<file path="config.mk">
export PLATFORM = sky130hd
export DESIGN_NAME = sopd_top
export DESIGN_NICKNAME = d
export VERILOG_FILES = /design/src/hw/sopd_pkg.sv /design/src/hw/sopd_clk_div.sv /design/src/hw/sopd_frame_gen.sv /design/src/hw/sopd_top.sv
export SDC_FILE = /design/constraint.sdc
export NUM_CORES = 1
export LEC_CHECK = 0
export BUFFER_PORTS_ARGS = -buffer_cell sky130_fd_sc_hd__buf_2
export CORE_MARGIN = 3
export CORE_UTILIZATION = 48
export DETAILED_ROUTE_END_ITERATION = 6
export PLACE_DENSITY = 0.67
export SLEW_MARGIN = 15
export SYNTH_ARGS = -nofsm -noshare
export SYNTH_HDL_FRONTEND = slang
export SYNTH_SLANG_ARGS = --single-unit
</file>
<file path="constraint.sdc">
create_clock -name core_clk -period 5.6 [get_ports core_clk]
set_input_delay 0.56 -clock core_clk [delete_from_list [all_inputs] [get_ports core_clk]]
set_output_delay 0.56 -clock core_clk [all_outputs]
set_load 0.01 [all_outputs]
</file>
<file path="src/hw/sopd_pkg.sv">
// shared constants, field layout and carrier types for the output post-divider
// assumes a byte-wide register port and one synthesizer-rate core clock
package sopd_pkg;

    // register port geometry
    localparam int unsigned SOPD_ADDR_W = 12;
    localparam int unsigned SOPD_DATA_W = 8;
    localparam int unsigned SOPD_CTRL_W = 24;
    localparam int unsigned SOPD_RATE_W = 16;

    // control word spans three byte addresses, most significant byte first
    localparam logic [SOPD_ADDR_W-1:0] SOPD_ADDR_CTRL_HI = 12'h203;
    localparam logic [SOPD_ADDR_W-1:0] SOPD_ADDR_CTRL_MID = 12'h204;
    localparam logic [SOPD_ADDR_W-1:0] SOPD_ADDR_CTRL_LO = 12'h205;
    localparam logic [SOPD_ADDR_W-1:0] SOPD_ADDR_STATUS = 12'h20C;

    // byte lane positions within the control word
    localparam int unsigned SOPD_LANE_HI_LSB = 16;
    localparam int unsigned SOPD_LANE_MID_LSB = 8;
    localparam int unsigned SOPD_LANE_LO_LSB = 0;

    localparam logic [SOPD_CTRL_W-1:0] SOPD_CTRL_RESET = 24'h000002;

    // field codes
    localparam logic [3:0] SOPD_MODE_FRAME = 4'hF;
    localparam logic [1:0] SOPD_SEL_CLK_A = 2'h0;
    localparam logic [1:0] SOPD_SEL_LOWFREQ = 2'h1;
    localparam logic [1:0] SOPD_SEL_CLK_C = 2'h2;
    localparam logic [1:0] SOPD_SEL_CLK_D = 2'h3;
    localparam logic SOPD_TYPE_CENTRED = 1'b0;
    localparam logic SOPD_POL_NEGATIVE = 1'b1;

    // smallest ratio a single-edge divider can honour
    localparam logic [SOPD_CTRL_W-1:0] SOPD_DIV_MIN = 24'h000002;
    localparam logic [SOPD_CTRL_W-1:0] SOPD_DIV_ONE = 24'h000001;
    localparam logic [SOPD_RATE_W-1:0] SOPD_RATE_ONE = 16'h0001;
    localparam logic [SOPD_RATE_W-1:0] SOPD_RATE_ZERO = 16'h0000;

    // status byte bit positions
    localparam int unsigned SOPD_STAT_LEVEL = 0;
    localparam int unsigned SOPD_STAT_FRAME = 1;
    localparam int unsigned SOPD_STAT_LOWFREQ = 2;
    localparam int unsigned SOPD_STAT_BOUNDARY = 3;

    // control word, field order equals bit order 23:0
    typedef struct packed {
        logic [3:0] mode;
        logic fp_type;
        logic fp_pol;
        logic [1:0] ref_sel;
        logic [SOPD_RATE_W-1:0] rate;
    } sopd_ctrl_t;

    typedef struct packed {
        logic [SOPD_ADDR_W-1:0] addr;
        logic [SOPD_DATA_W-1:0] wdata;
        logic wr;
        logic rd;
    } sopd_reg_req_t;

    typedef struct packed {
        logic clk_a;
        logic clk_c;
        logic clk_d;
    } sopd_sib_clk_t;

    typedef enum logic [1:0] {
        SOPD_OUT_DIV,
        SOPD_OUT_LOWFREQ,
        SOPD_OUT_FRAME
    } sopd_out_kind_t;

    function automatic sopd_out_kind_t sopd_decode(input sopd_ctrl_t c);
        sopd_out_kind_t k;
        if (c.mode != SOPD_MODE_FRAME) begin
            k = SOPD_OUT_DIV;
        end else if (c.ref_sel == SOPD_SEL_LOWFREQ) begin
            k = SOPD_OUT_LOWFREQ;
        end else begin
            k = SOPD_OUT_FRAME;
        end
        return k;
    endfunction : sopd_decode

endpackage : sopd_pkg

</file>
<file path="src/hw/sopd_clk_div.sv">
// 24-bit ratio divider giving a near-50% duty clock level
// assumes tick is a one-cycle advance strobe on core_clk
`timescale 1ns/100ps
module sopd_clk_div (
    // clock and reset
    input wire logic core_clk,
    input wire logic srst,
    // control
    input wire logic restart,
    input wire logic tick,
    input wire logic [sopd_pkg::SOPD_CTRL_W-1:0] div,
    // output
    output logic clk_out
);
    import sopd_pkg::*;

    typedef struct packed {
        logic [SOPD_CTRL_W-1:0] cnt;
        logic level;
    } sopd_div_state_t;

    sopd_div_state_t st_q;
    sopd_div_state_t st_d;
    logic [SOPD_CTRL_W-1:0] ratio;
    logic [SOPD_CTRL_W-1:0] last;
    logic [SOPD_CTRL_W-1:0] half;
    logic [SOPD_CTRL_W-1:0] nxt;

    always_comb begin
        // ratios below two cannot be made on one edge; they run as two
        ratio = (div < SOPD_DIV_MIN) ? SOPD_DIV_MIN : div;
        last = ratio - SOPD_DIV_ONE;
        // odd ratios: high phase is one tick longer
        half = {1'b0, ratio[SOPD_CTRL_W-1:1]} + {{(SOPD_CTRL_W-1){1'b0}}, ratio[0]};
        nxt = (st_q.cnt >= last) ? '0 : st_q.cnt + SOPD_DIV_ONE;
        st_d = st_q;
        if (restart) begin
            st_d.cnt = '0;
            st_d.level = 1'b1;
        end else if (tick) begin
            st_d.cnt = nxt;
            st_d.level = (nxt < half);
        end
    end

    always_ff @(posedge core_clk) begin
        if (srst) begin
            st_q <= '0;
        end else begin
            st_q <= st_d;
        end
    end

    assign clk_out = st_q.level;

endmodule : sopd_clk_div

</file>
<file path="src/hw/sopd_frame_gen.sv">
// frame pulse generator counting periods of a selected sibling clock
// assumes ref_clk is a level synchronous to core_clk, slower than core_clk / 2
`timescale 1ns/100ps
module sopd_frame_gen (
    // clock and reset
    input wire logic core_clk,
    input wire logic srst,
    // control
    input wire logic restart,
    input wire logic ref_clk,
    input wire logic [sopd_pkg::SOPD_RATE_W-1:0] rate,
    input wire logic fp_type,
    // output, active high before polarity
    output logic pulse,
    output logic boundary
);
    import sopd_pkg::*;

    typedef struct packed {
        logic ref_prev;
        logic [SOPD_RATE_W-1:0] cnt;
        logic pulse;
        logic boundary;
    } sopd_fp_state_t;

    sopd_fp_state_t st_q;
    sopd_fp_state_t st_d;
    logic rise;
    logic fall;
    logic [SOPD_RATE_W-1:0] last;
    logic [SOPD_RATE_W-1:0] nxt;

    always_comb begin
        rise = ref_clk & ~st_q.ref_prev;
        fall = ~ref_clk & st_q.ref_prev;
        // a spacing of zero behaves as one period
        last = (rate == SOPD_RATE_ZERO) ? SOPD_RATE_ZERO : rate - SOPD_RATE_ONE;
        nxt = (st_q.cnt >= last) ? SOPD_RATE_ZERO : st_q.cnt + SOPD_RATE_ONE;
        st_d = st_q;
        st_d.ref_prev = ref_clk;
        st_d.boundary = 1'b0;
        if (restart) begin
            // first rising edge after a change becomes a boundary
            st_d.cnt = last;
            st_d.pulse = 1'b0;
        end else if (rise) begin
            st_d.cnt = nxt;
            st_d.boundary = (nxt == SOPD_RATE_ZERO);
            if (fp_type != SOPD_TYPE_CENTRED) begin
                // pulse opens on the boundary edge, one period wide
                st_d.pulse = (nxt == SOPD_RATE_ZERO);
            end
        end else if (fall && fp_type == SOPD_TYPE_CENTRED) begin
            // half a period either side of the boundary edge
            st_d.pulse = (st_q.cnt == last);
        end
    end

    always_ff @(posedge core_clk) begin
        if (srst) begin
            st_q <= '0;
        end else begin
            st_q <= st_d;
        end
    end

    assign pulse = st_q.pulse;
    assign boundary = st_q.boundary;

endmodule : sopd_frame_gen

</file>
<file path="src/hw/sopd_top.sv">
// output post-divider B: control register, divider and frame pulse path
// assumes core_clk is the synthesizer clock, base_tick pulses at twice the
// base frequency, and sibling divider clocks arrive as synchronous levels
`timescale 1ns/100ps
module sopd_top (
    // clock and reset
    input wire logic core_clk,
    input wire logic srst,
    // register port
    input wire sopd_pkg::sopd_reg_req_t reg_req,
    output logic [sopd_pkg::SOPD_DATA_W-1:0] reg_rdata,
    // reference sources
    input wire logic base_tick,
    input wire sopd_pkg::sopd_sib_clk_t sib_clk,
    // divided output
    output logic out_clk
);
    import sopd_pkg::*;

    typedef struct packed {
        sopd_ctrl_t ctrl;
        logic [SOPD_DATA_W-1:0] rdata;
        logic out;
        logic restart;
        logic seen_boundary;
    } sopd_top_state_t;

    sopd_top_state_t st_q;
    sopd_top_state_t st_d;
    sopd_out_kind_t kind;
    logic [SOPD_CTRL_W-1:0] ctrl_word;
    // separate copy for the write path, so each comb process owns its own word
    logic [SOPD_CTRL_W-1:0] upd_word;
    logic [SOPD_CTRL_W-1:0] div_ratio;
    logic div_tick;
    logic div_clk;
    logic ref_clk;
    logic fp_pulse;
    logic fp_boundary;
    logic [SOPD_DATA_W-1:0] status;

    // source and ratio selection
    always_comb begin
        kind = sopd_decode(st_q.ctrl);
        ctrl_word = st_q.ctrl;
        if (kind == SOPD_OUT_LOWFREQ) begin
            // slow clock advances on base-rate ticks, ratio is bits 15:0
            div_tick = base_tick;
            div_ratio = {{(SOPD_CTRL_W-SOPD_RATE_W){1'b0}}, st_q.ctrl.rate};
        end else begin
            div_tick = 1'b1;
            // whole word, frame fields included, is the ratio here
            div_ratio = ctrl_word;
        end
        case (st_q.ctrl.ref_sel)
            SOPD_SEL_CLK_A: ref_clk = sib_clk.clk_a;
            SOPD_SEL_CLK_C: ref_clk = sib_clk.clk_c;
            SOPD_SEL_CLK_D: ref_clk = sib_clk.clk_d;
            default: ref_clk = 1'b0;
        endcase
    end

    sopd_clk_div u_div (
        .core_clk(core_clk),
        .srst(srst),
        .restart(st_q.restart),
        .tick(div_tick),
        .div(div_ratio),
        .clk_out(div_clk)
    );

    sopd_frame_gen u_frame (
        .core_clk(core_clk),
        .srst(srst),
        .restart(st_q.restart),
        .ref_clk(ref_clk),
        .rate(st_q.ctrl.rate),
        .fp_type(st_q.ctrl.fp_type),
        .pulse(fp_pulse),
        .boundary(fp_boundary)
    );

    always_comb begin
        status = '0;
        status[SOPD_STAT_LEVEL] = st_q.out;
        status[SOPD_STAT_FRAME] = (kind == SOPD_OUT_FRAME);
        status[SOPD_STAT_LOWFREQ] = (kind == SOPD_OUT_LOWFREQ);
        status[SOPD_STAT_BOUNDARY] = st_q.seen_boundary;
    end

    // register port, output mux
    always_comb begin
        upd_word = st_q.ctrl;
        st_d = st_q;
        st_d.restart = 1'b0;
        st_d.rdata = '0;
        // a byte write changes the mode at once; counters restart from it
        if (reg_req.wr) begin
            case (reg_req.addr)
                SOPD_ADDR_CTRL_HI: begin
                    upd_word[SOPD_LANE_HI_LSB +: SOPD_DATA_W] = reg_req.wdata;
                    st_d.ctrl = upd_word;
                    st_d.restart = 1'b1;
                end
                SOPD_ADDR_CTRL_MID: begin
                    upd_word[SOPD_LANE_MID_LSB +: SOPD_DATA_W] = reg_req.wdata;
                    st_d.ctrl = upd_word;
                    st_d.restart = 1'b1;
                end
                SOPD_ADDR_CTRL_LO: begin
                    upd_word[SOPD_LANE_LO_LSB +: SOPD_DATA_W] = reg_req.wdata;
                    st_d.ctrl = upd_word;
                    st_d.restart = 1'b1;
                end
                default: begin
                    st_d.ctrl = st_q.ctrl;
                end
            endcase
        end
        // boundary flag sticks until a status read; a new boundary wins
        if (reg_req.rd) begin
            case (reg_req.addr)
                SOPD_ADDR_CTRL_HI: st_d.rdata = st_q.ctrl[SOPD_LANE_HI_LSB +: SOPD_DATA_W];
                SOPD_ADDR_CTRL_MID: st_d.rdata = st_q.ctrl[SOPD_LANE_MID_LSB +: SOPD_DATA_W];
                SOPD_ADDR_CTRL_LO: st_d.rdata = st_q.ctrl[SOPD_LANE_LO_LSB +: SOPD_DATA_W];
                SOPD_ADDR_STATUS: begin
                    st_d.rdata = status;
                    st_d.seen_boundary = 1'b0;
                end
                default: st_d.rdata = '0;
            endcase
        end
        if (fp_boundary && kind == SOPD_OUT_FRAME) begin
            st_d.seen_boundary = 1'b1;
        end
        case (kind)
            SOPD_OUT_FRAME: begin
                st_d.out = (st_q.ctrl.fp_pol == SOPD_POL_NEGATIVE) ? ~fp_pulse : fp_pulse;
            end
            SOPD_OUT_LOWFREQ: st_d.out = div_clk;
            SOPD_OUT_DIV: st_d.out = div_clk;
            default: st_d.out = div_clk;
        endcase
    end

    always_ff @(posedge core_clk) begin
        if (srst) begin
            st_q.ctrl <= SOPD_CTRL_RESET;
            st_q.rdata <= '0;
            st_q.out <= 1'b0;
            st_q.restart <= 1'b1;
            st_q.seen_boundary <= 1'b0;
        end else begin
            st_q <= st_d;
        end
    end

    assign reg_rdata = st_q.rdata;
    assign out_clk = st_q.out;

endmodule : sopd_top

</file>
# --- Word-level counts from Yosys, hierarchy flattened ---
# Index checks and enable logic that the tools add are counted.
word_totals:
  wordCells: 92
  output_inout_bits: 9
  reg_bits: 79
  in_bits: 28
classes:
  magnitude_cmp: 4
  reduce_logical: 19
  eq_ne: 12
  n_mux: 25
  bitwise: 11
  add_sub_neg: 5
op_table:
  columns: ["op", "count"]
  rows:
  - ["24-bit 2-to-1 mux", 3]
  - ["24-bit case mux with 3 select lines", 1]
  - ["12-bit by 10-bit equality test with 1-bit output (second input constant)", 4]
  - ["16-bit 2-to-1 mux", 3]
  - ["16-bit zero test", 2]
  - ["8-bit case mux with 4 select lines", 1]
  - ["23-bit by 1-bit adder with 24-bit output", 1]
  - ["24-bit by 1-bit adder with 24-bit output (second input constant)", 1]
  - ["24-bit >= comparator", 1]
  - ["24-bit by 2-bit < comparator with 1-bit output (second input constant)", 1]
  - ["24-bit < comparator", 1]
  - ["24-bit by 1-bit subtractor with 24-bit output (second input constant)", 1]
  - ["17-bit 2-to-1 mux", 1]
  - ["16-bit by 1-bit adder with 16-bit output (second input constant)", 1]
  - ["16-bit equality test", 1]
  - ["16-bit >= comparator", 1]
  - ["16-bit by 1-bit subtractor with 16-bit output (second input constant)", 1]
  - ["1-bit 2-to-1 mux", 13]
  - ["4-bit AND reduction", 3]
  - ["2-bit nonzero test", 5]
  - ["1-bit NOT", 9]
  - ["2-bit equality test (second input constant)", 3]
  - ["3-bit OR reduction", 2]
  - ["2-bit by 1-bit equality test with 1-bit output (second input constant)", 2]
  - ["other kinds (9)", 14]

# --- Longest topological paths before layout ---
# Gate-level depths: netlist of the first run.
depth:
  depth_word: 13
  ltp_mapped: 29
  depth_no_buf: 24

# --- By module ---
# A second synthesis of the first run with hierarchy kept.
unflattened:
  cells_unflattened: 940
  area_unflattened_um2: 7458.4
by_module_without_submodules:
  columns: ["mod", "area_each_um2", "cells_each", "n_inst", "seq_area_each_um2"]
  rows:
  - ["sopd_clk_div", 3619.7, 478, 1, 500.5]
  - ["sopd_frame_gen", 2145.8, 293, 1, 380.4]
  - ["sopd_top", 1692.9, 169, 1, 700.7]

# --- Least setup slack after synthesis of the first run ---
# OpenSTA, ideal clock, no wires.
synth_timing:
  path_kind: "reg-to-reg"
  from: "reg st_q, in the netlist ctrl_word[20]"
  to: "reg u_div.st_q, in the netlist u_div.clk_out"
  n_path_buf: 3
  t_required_ns: 5.542
  setup_ns: 0.058
  t_arrival_ns: 6.096
  path_stages_with_launch: 28
  path_slack_ns: -0.553
  period_less_slack_ns: 6.153
  cell_sequence: "dfxtp_1 -> or3_4 -> or4_4 -> a2111oi_4 -> nand2_1 -> nand2_1 -> ha_1 -> nand2_1 -> or2_2 -> and3b_1 -> clkbuf_1 -> mux2i_1 -> a22oi_1 -> ha_1 -> a21oi_1 -> nand2_1 -> a221oi_1 -> clkbuf_1 -> nand2_1 -> clkbuf_1 -> nor2_1 -> ha_1 -> a21oi_1 -> nor4_1 -> a2111oi_0 -> o211ai_1 -> a21oi_1 -> o21a_1"
synth_between:
  elab_chain_len: 12
  elab_cells_between_ends: 15
  cone_classes: "2 x add/sub; 3 x order compare; 2 x eq/ne; 7 x mux; 1 x reduce/logical"
synth_rtl:
  columns: ["element", "line", "text"]
  rows:
  - ["from (decl)", "sopd_top.sv:28", "sopd_top_state_t st_q;"]
  - ["from (signal assigned)", "sopd_top.sv:154", "st_q <= st_d;"]
  - ["4-bit inequality test", "sopd_pkg.sv:75", "if (c.mode != SOPD_MODE_FRAME) begin"]
  - ["2-bit 2-to-1 mux", "sopd_pkg.sv:75", null]
  - ["2-bit by 1-bit equality test with 1-bit output", "sopd_top.sv:46", "if (kind == SOPD_OUT_LOWFREQ) begin"]
  - ["24-bit 2-to-1 mux *", "sopd_top.sv:46", null]
  - ["24-bit by 2-bit < comparator with 1-bit output", "sopd_clk_div.sv:31", "ratio = (div < SOPD_DIV_MIN) ? SOPD_DIV_MIN : div;"]
  - ["24-bit 2-to-1 mux *", "sopd_clk_div.sv:31", null]
  - ["24-bit by 1-bit subtractor with 24-bit output *", "sopd_clk_div.sv:32", "last = ratio - SOPD_DIV_ONE;"]
  - ["24-bit >= comparator *", "sopd_clk_div.sv:35", "nxt = (st_q.cnt >= last) ? '0 : st_q.cnt + SOPD_DIV_ONE;"]
  - ["24-bit 2-to-1 mux *", "sopd_clk_div.sv:35", null]
  - ["named net u_div.nxt[15]", "sopd_clk_div.sv:27", "logic [SOPD_CTRL_W-1:0] nxt;"]
  - ["24-bit < comparator *", "sopd_clk_div.sv:42", "st_d.level = (nxt < half);"]
  - ["1-bit 2-to-1 mux *", "sopd_clk_div.sv:40", "end else if (tick) begin"]
  - ["1-bit 2-to-1 mux *", "sopd_clk_div.sv:37", "if (restart) begin"]
  - ["to (signal assigned)", "sopd_clk_div.sv:50", "st_q <= st_d;"]
  - ["to (decl)", "sopd_clk_div.sv:22", "sopd_div_state_t st_q;"]
# The timed path passes the listed nets; every way through them passes the cells marked *. The select of a mux whose other input is x is not followed.
# A chain may end at the register's enable or synchronous reset.

# --- Final worst setup path of the first run ---
# Same ends and word-level chain as after synthesis.

==> flow_metrics.env, run 1 <==
export IMPL_netlist_area_um2=7300
export IMPL_finalMaxSlewViolations=0
export IMPL_gr_usage_all_layers_pct=25.8
export IMPL_final_cell_mix="nand2_1, nor2_1, dfxtp_1"
export IMPL_avgViaCountPerCell=6.17
export IMPL_p_leak_uw=0.00322
export IMPL_cellInternalPower_uw=976
export IMPL_cts_root_buffer="clkbuf_16"
export IMPL_synth_cell_type_count=67
export IMPL_diodes=0
export IMPL_cp_max_fo=7
export IMPL_cp_required_ps=5860
export IMPL_setup_viol=0
export IMPL_grt_max_degree=48
export IMPL_htree_levels=3
export IMPL_netlist_instances=984
export IMPL_avgSynthCellArea_um2=7.42
export IMPL_dieArea_um2=16700
export IMPL_grt_pass1_vias=6395
export IMPL_cts_buffers=9
export IMPL_worst_slew_pin_slew_ps=1180
export IMPL_grt_pass1_wl_mm=34.4
export IMPL_startpoint_type="flip-flop"
export IMPL_async_flop_share_pct=0
export IMPL_ir_drop_v=0.000160
export IMPL_pwr_share_seq_pct=42.5
export IMPL_antenna_found_initial=0
export IMPL_clk_latency_ps=360
export IMPL_coreArea_um2=14700
export IMPL_drt_iter0_markers=781
export IMPL_drt_antenna_violating_nets=0
export IMPL_yosysWarnings=0
export IMPL_path_class="reg2reg"
export IMPL_die_w_um=129
export IMPL_rows=44
export IMPL_utilization_pct=55.9
export IMPL_layout_commonest_cell="nand2_1"
export IMPL_fmax_mhz=184
export IMPL_die_h_um=129
export IMPL_post_route_period_util_pct=97.0
export IMPL_comb_power_share_pct=10.5
export IMPL_totalWireLength_mm=22.2
export IMPL_hold_worst_slack_ps=472
export IMPL_cts_num_sinks=79
export IMPL_fin_area_um2=8220
export IMPL_vias=7385
export IMPL_period_minus_slack_ps=5430
export IMPL_status="finished clean"
export IMPL_clkSlewWorstSetupHoldPaths_ps=70
export IMPL_ys_flop_type="dfxtp_1"
export IMPL_clock_skew_ps=8.81
export IMPL_swShare_pct=27.8
export IMPL_pre_cts_slack_ps=29.4
export IMPL_wire_per_inst_um=18.5
export IMPL_synth_edf_count=0
export IMPL_ioPinCount=37
export IMPL_syn_nets=1082
export IMPL_fin_ws_ps=166
export IMPL_slew_headroom_pct=20.3
export IMPL_hold_violations=0
export IMPL_placed_area_um2=7680
export IMPL_post_route_drc_count=0
export IMPL_nets=1106
export IMPL_clock_path_buffers=2
export IMPL_drive_gt1_share_pct=16.7
export IMPL_overflow=0
export IMPL_drtPass1Iterations=5
export IMPL_hold_path_class="in2reg"
export IMPL_crit_path_end_kind="flip-flop"
export IMPL_numPortBuffers=36
export IMPL_dp_hpwl_mm=15.9
export IMPL_start_util_pct=49.7
export IMPL_fill_cells=1387
export IMPL_cts_tree="yes"
export IMPL_cap_violations=0
export IMPL_powerDensity_nw_per_um2=165
export IMPL_place_congestion=0.925
export IMPL_p_switching_uw=377
export IMPL_crit_arrival_ps=5690
export IMPL_synth_seq_area_share_pct=21.7
export IMPL_ys_ff_latch=79
export IMPL_clkPwrFrac_pct=47.0
export IMPL_syn_to_final_growth_pct=12.7
registers in the layout, summed over array words and instances, names as in the netlist:
register          cells
u_div.clk_out         1
reg_rdata             8
ctrl_word            24
u_frame.st_q         17
st_q                  2
out_clk               1
u_frame.pulse         1
u_div.st_q           24
u_frame.boundary      1
what timing repair did:
action / 4_1_cts / 5_1_grt
endpoints found under the setup margin: 0 / 1
resized for setup: 0 / 33
buffers inserted: 0 / 13
hold buffers: 0 / 0
synthesized netlist by cell type, types with 8 or more instances:
library cell	n	share of area (%)
nand2_1	123	6.3
nor2_1	102	5.2
dfxtp_1	79	22
ha_1	70	12
nand3_1	65	4.5
a21oi_1	63	4.3
clkbuf_1	48	2.5
xnor2_1	36	4.3
nor3_1	35	2.4
xor2_1	32	3.8
nand4_1	29	2.5
o21ai_0	24	1.6
inv_1	20	1.0
nor4_1	18	1.5
and3_1	14	1.2
buf_2	14	0.96
mux2_2	13	2.0
mux2i_1	13	1.8
a31oi_1	12	1.0
a211oi_1	11	1.1
o211ai_1	11	1.1
a32oi_1	10	1.2
and2_1	10	0.86
o22ai_1	9	0.77
or2_2	9	0.77
a22oi_1	8	0.82
buf_4	8	0.82
worst paths after layout:
check                 from             to  slack (ps)  cells after the start
max          ctrl_word[20]  u_div.clk_out         170                     25
min             reg_req[2]   ctrl_word[0]         470                      3
max reg2reg  ctrl_word[20]  u_div.clk_out         170                     25
min reg2reg        st_q[0]        st_q[0]         510                      2
routing by layer:
| metal | global-route usage [%] | wire, um |
|---|---|---|
| met5 | 0 | 0 |
| met4 | 5.93 | 410 |
| met3 | 4.45 | 1590 |
| met2 | 38.9 | 9920 |
| met1 | 38.3 | 10300 |
area by class of cell:
class / instances / area (um^2) / share of cell area [%]
clock buffers: 9 / 225 / 2.74
well taps: 184 / 230 / 2.80
flip-flops and latches: 79 / 1580 / 19.2
inverters: 20 / 75.1 / 0.913
clock inverters: 7 / 87.6 / 1.07
multi-input cells: 804 / 5390 / 65.5
repair buffers: 94 / 634 / 7.72
cell families after synthesis:
| kind of cell | after synthesis | share of synthesized area [%] |
|---|---|---|
| compound gates | 187 | 16.9 |
| mux | 27 | 3.94 |
| xor+xnor | 68 | 8.16 |
| fa+ha+maj | 70 | 12.0 |
| flops | 79 | 21.7 |
| buf+inv | 102 | 6.70 |
| simple gates | 451 | 30.6 |
critical path, stage by stage (launching register included):
cell,delay (ps)
dfxtp_1,310
or3_4,380
or4_4,440
a2111oi_4,390
buf_4,180
a21oi_1,110
ha_4,210
nand2_1,90
or2_4,140
and3b_2,230
buf_4,150
a22oi_1,200
ha_1,300
a21oi_2,140
nand2_2,80
a221oi_4,400
nand2_4,150
buf_6,170
nor2_1,130
ha_1,180
nand2_1,130
nor4_2,410
a2111oi_4,60
o211ai_1,120
a21oi_1,90
o21a_1,130
power by group through the flow:
| stage | logic [uW] | registers (uW) | clock network (uW) |
|---|---|---|---|
| after CTS | 125 | 574 | 648 |
| final | 142 | 575 | 636 |
| after detailed placement | 124 | 587 | 0 |
| after floorplan | 80.4 | 584 | 0 |
| after global placement | 123 | 587 | 0 |
| after global routing | 154 | 575 | 669 |
stage by stage:
stage | TNS, ps | total power (uW) | std cells
3_3_place_gp | 0 | 710 | 1167
2_1_floorplan | 0 | 664 | 984
4_1_cts | 0 | 1350 | 1183
6_report | 0 | 1350 | 1197
3_5_place_dp | 0 | 711 | 1167
5_1_grt | -109 | 1400 | 1197
(Power assumes the default switching activity.)
==> inputs of run 2 (changes only) <==
Settings changed: CORE_ASPECT_RATIO set to 1.75.
==> run 2 against run 1 <==
Net effect: critical path depth rose by 1; hold slack got worse by 7.3 ps; critical endpoint unchanged; global-route usage rose by 1.8 points.
==> flow_metrics.env, run 2 (same netlist as run 1, synthesis figures left out) <==
export IMPL_post_route_period_util_pct=96.4
export IMPL_clkPwrFrac_pct=45.8
export IMPL_syn_to_final_growth_pct=12.5
export IMPL_comb_power_share_pct=11.1
export IMPL_start_util_pct=48.9
export IMPL_cap_violations=0
export IMPL_grt_max_degree=48
export IMPL_cts_root_buffer="clkbuf_16"
export IMPL_diodes=0
export IMPL_slew_headroom_pct=26.3
export IMPL_coreArea_um2=14900
export IMPL_die_h_um=169
export IMPL_finalNonFillerCells=1200
export IMPL_cpPeakStageDelay_ps=440
export IMPL_clkSlewWorstSetupHoldPaths_ps=80
export IMPL_rr_endpoint="u_div.clk_out"
export IMPL_fill_cells=1453
export IMPL_totalWireLength_mm=23.2
export IMPL_crit_path_end_kind="flip-flop"
export IMPL_avgViaCountPerCell=6.28
export IMPL_path_class="reg2reg"
export IMPL_drt_antenna_violating_nets=0
export IMPL_startpoint_type="flip-flop"
export IMPL_cts_tree="yes"
export IMPL_cts_num_sinks=79
export IMPL_cp_required_ps=5840
export IMPL_antenna_found_initial=0
export IMPL_drtPass1Iterations=6
export IMPL_clk_latency_ps=350
export IMPL_swShare_pct=29.5
export IMPL_drt_iter0_markers=395
export IMPL_power_total_uw=1330
export IMPL_critPathMostFrequentCell="nand2_2"
export IMPL_hold_violations=0
export IMPL_vias=7530
export IMPL_hold_path_class="in2reg"
export IMPL_ir_drop_v=0.000163
export IMPL_overflow=0
export IMPL_cp_max_fo=5
export IMPL_powerDensity_nw_per_um2=162
export IMPL_min_from="reg_req[2]"
export IMPL_r2r_start="ctrl_word[18]"
export IMPL_p_switching_uw=394
export IMPL_dp_cells=1175
export IMPL_worst_slew_pin_slew_ps=1100
export IMPL_rr_worst_depth=26
export IMPL_hold_end="ctrl_word[0]"
export IMPL_wire_per_inst_um=19.3
export IMPL_cellInternalPower_uw=939
export IMPL_final_cell_mix="nand2_1, nor2_1, dfxtp_1"
export IMPL_cp_slowest_cell="or4_4"
export IMPL_gr_usage_all_layers_pct=27.6
export IMPL_dieArea_um2=16800
export IMPL_post_route_drc_count=0
export IMPL_clock_path_buffers=2
export IMPL_place_congestion=0.937
export IMPL_nets=1110
export IMPL_cts_hold_fix_buffers=0
export IMPL_dp_hpwl_mm=17.6
export IMPL_die_w_um=99.2
export IMPL_htree_levels=3
export IMPL_layout_commonest_cell="nand2_1"
export IMPL_rrSetupSlack_ps=200
export IMPL_rows=59
export IMPL_status="finished clean"
export IMPL_period_minus_slack_ps=5400
export IMPL_numPortBuffers=36
export IMPL_rsz0062_at_grt="yes"
export IMPL_clock_skew_ps=10.2
export IMPL_p_leak_uw=0.00322
export IMPL_fmax_mhz=185
export IMPL_pwr_share_seq_pct=43.1
export IMPL_crit_arrival_ps=5640
export IMPL_cts_buffers=9
export IMPL_setup_viol=0
export IMPL_grt_pass1_vias=7313
export IMPL_finalMaxSlewViolations=0
export IMPL_ioPinCount=37
export IMPL_whs_path_depth=3
export IMPL_drive_gt1_share_pct=17.0
export IMPL_grt_pass1_wl_mm=37.1
==> run 2: metal layers <==
metal  GRT usage, %  vias to the layer above  share of wire, %
met5              0                        -                 0
met4           16.8                        0               6.4
met3           3.38                       96               4.4
met2           50.1                      260                52
met1           29.8                     3547                37
li1               -                     3627                 -
==> run 2: power groups by stage <==
stage                     combinational [uW]  sequential, uW  clock (uW)
after floorplan                         80.4             584           0
after global placement                   130             587           0
after detailed placement                 131             587           0
after CTS                                132             574         616
after global routing                     159             575         636
final                                    148             574         610
==> run 2: final cells by class <==
cell class	count	area (um^2)	share of cell area [%]
tap	183	229	2.79
clock inverter	7	72.6	0.884
timing repair buffer	98	649	7.91
inverter	20	75.1	0.914
clock buffer	9	225	2.74
sequential	79	1580	19.3
multi-input combinational	804	5380	65.5
==> run 2: per-stage QoR <==
step | setup WS (ps) | hold slack, ps | area, um^2 | setup TNS (ps) | util [%]
floorplan | 10.7 | 454 | 7340 | 0 | -
global route | -86.0 | 490 | 8210 | -86.0 | 55.1
CTS | 17.6 | 462 | 8050 | 0 | 54.0
global placement | 21.7 | 482 | 7750 | 0 | 52.0
finish | 204 | 465 | 8210 | 0 | 55.1
detailed placement | -60.1 | 492 | 7750 | -60.1 | 52.0
==> run 2: repair_timing <==
item	in CTS	in global routing
setup endpoints to repair	1	1
pin swaps	1	20
resized for setup	1	26
cloned	0	1
setup buffers	0	8
==> run 2: how the worst max path moves through the flow <==
stage                     slack (ps)           from       endpoint  cells past startpoint
final                            200  ctrl_word[18]  u_div.clk_out                     26
after floorplan                   10  ctrl_word[20]  u_div.clk_out                     27
after detailed placement         -60  ctrl_word[20]  u_div.clk_out                     26
after global routing             -90  ctrl_word[20]  u_div.clk_out                     25
after global placement            20  ctrl_word[20]  u_div.clk_out                     26
after CTS                         20  ctrl_word[20]  u_div.clk_out                     26
==> run 2: critical path: cells and delay by family, from the launching register on <==
family / cells / cell delay (ps)
AOI/OAI and AO/OA: 5 / 1260
adders and majority gates: 3 / 630
buffers and inverters: 2 / 320
DFF: 1 / 320
muxes: 1 / 180
and+or+nand+nor: 15 / 2590
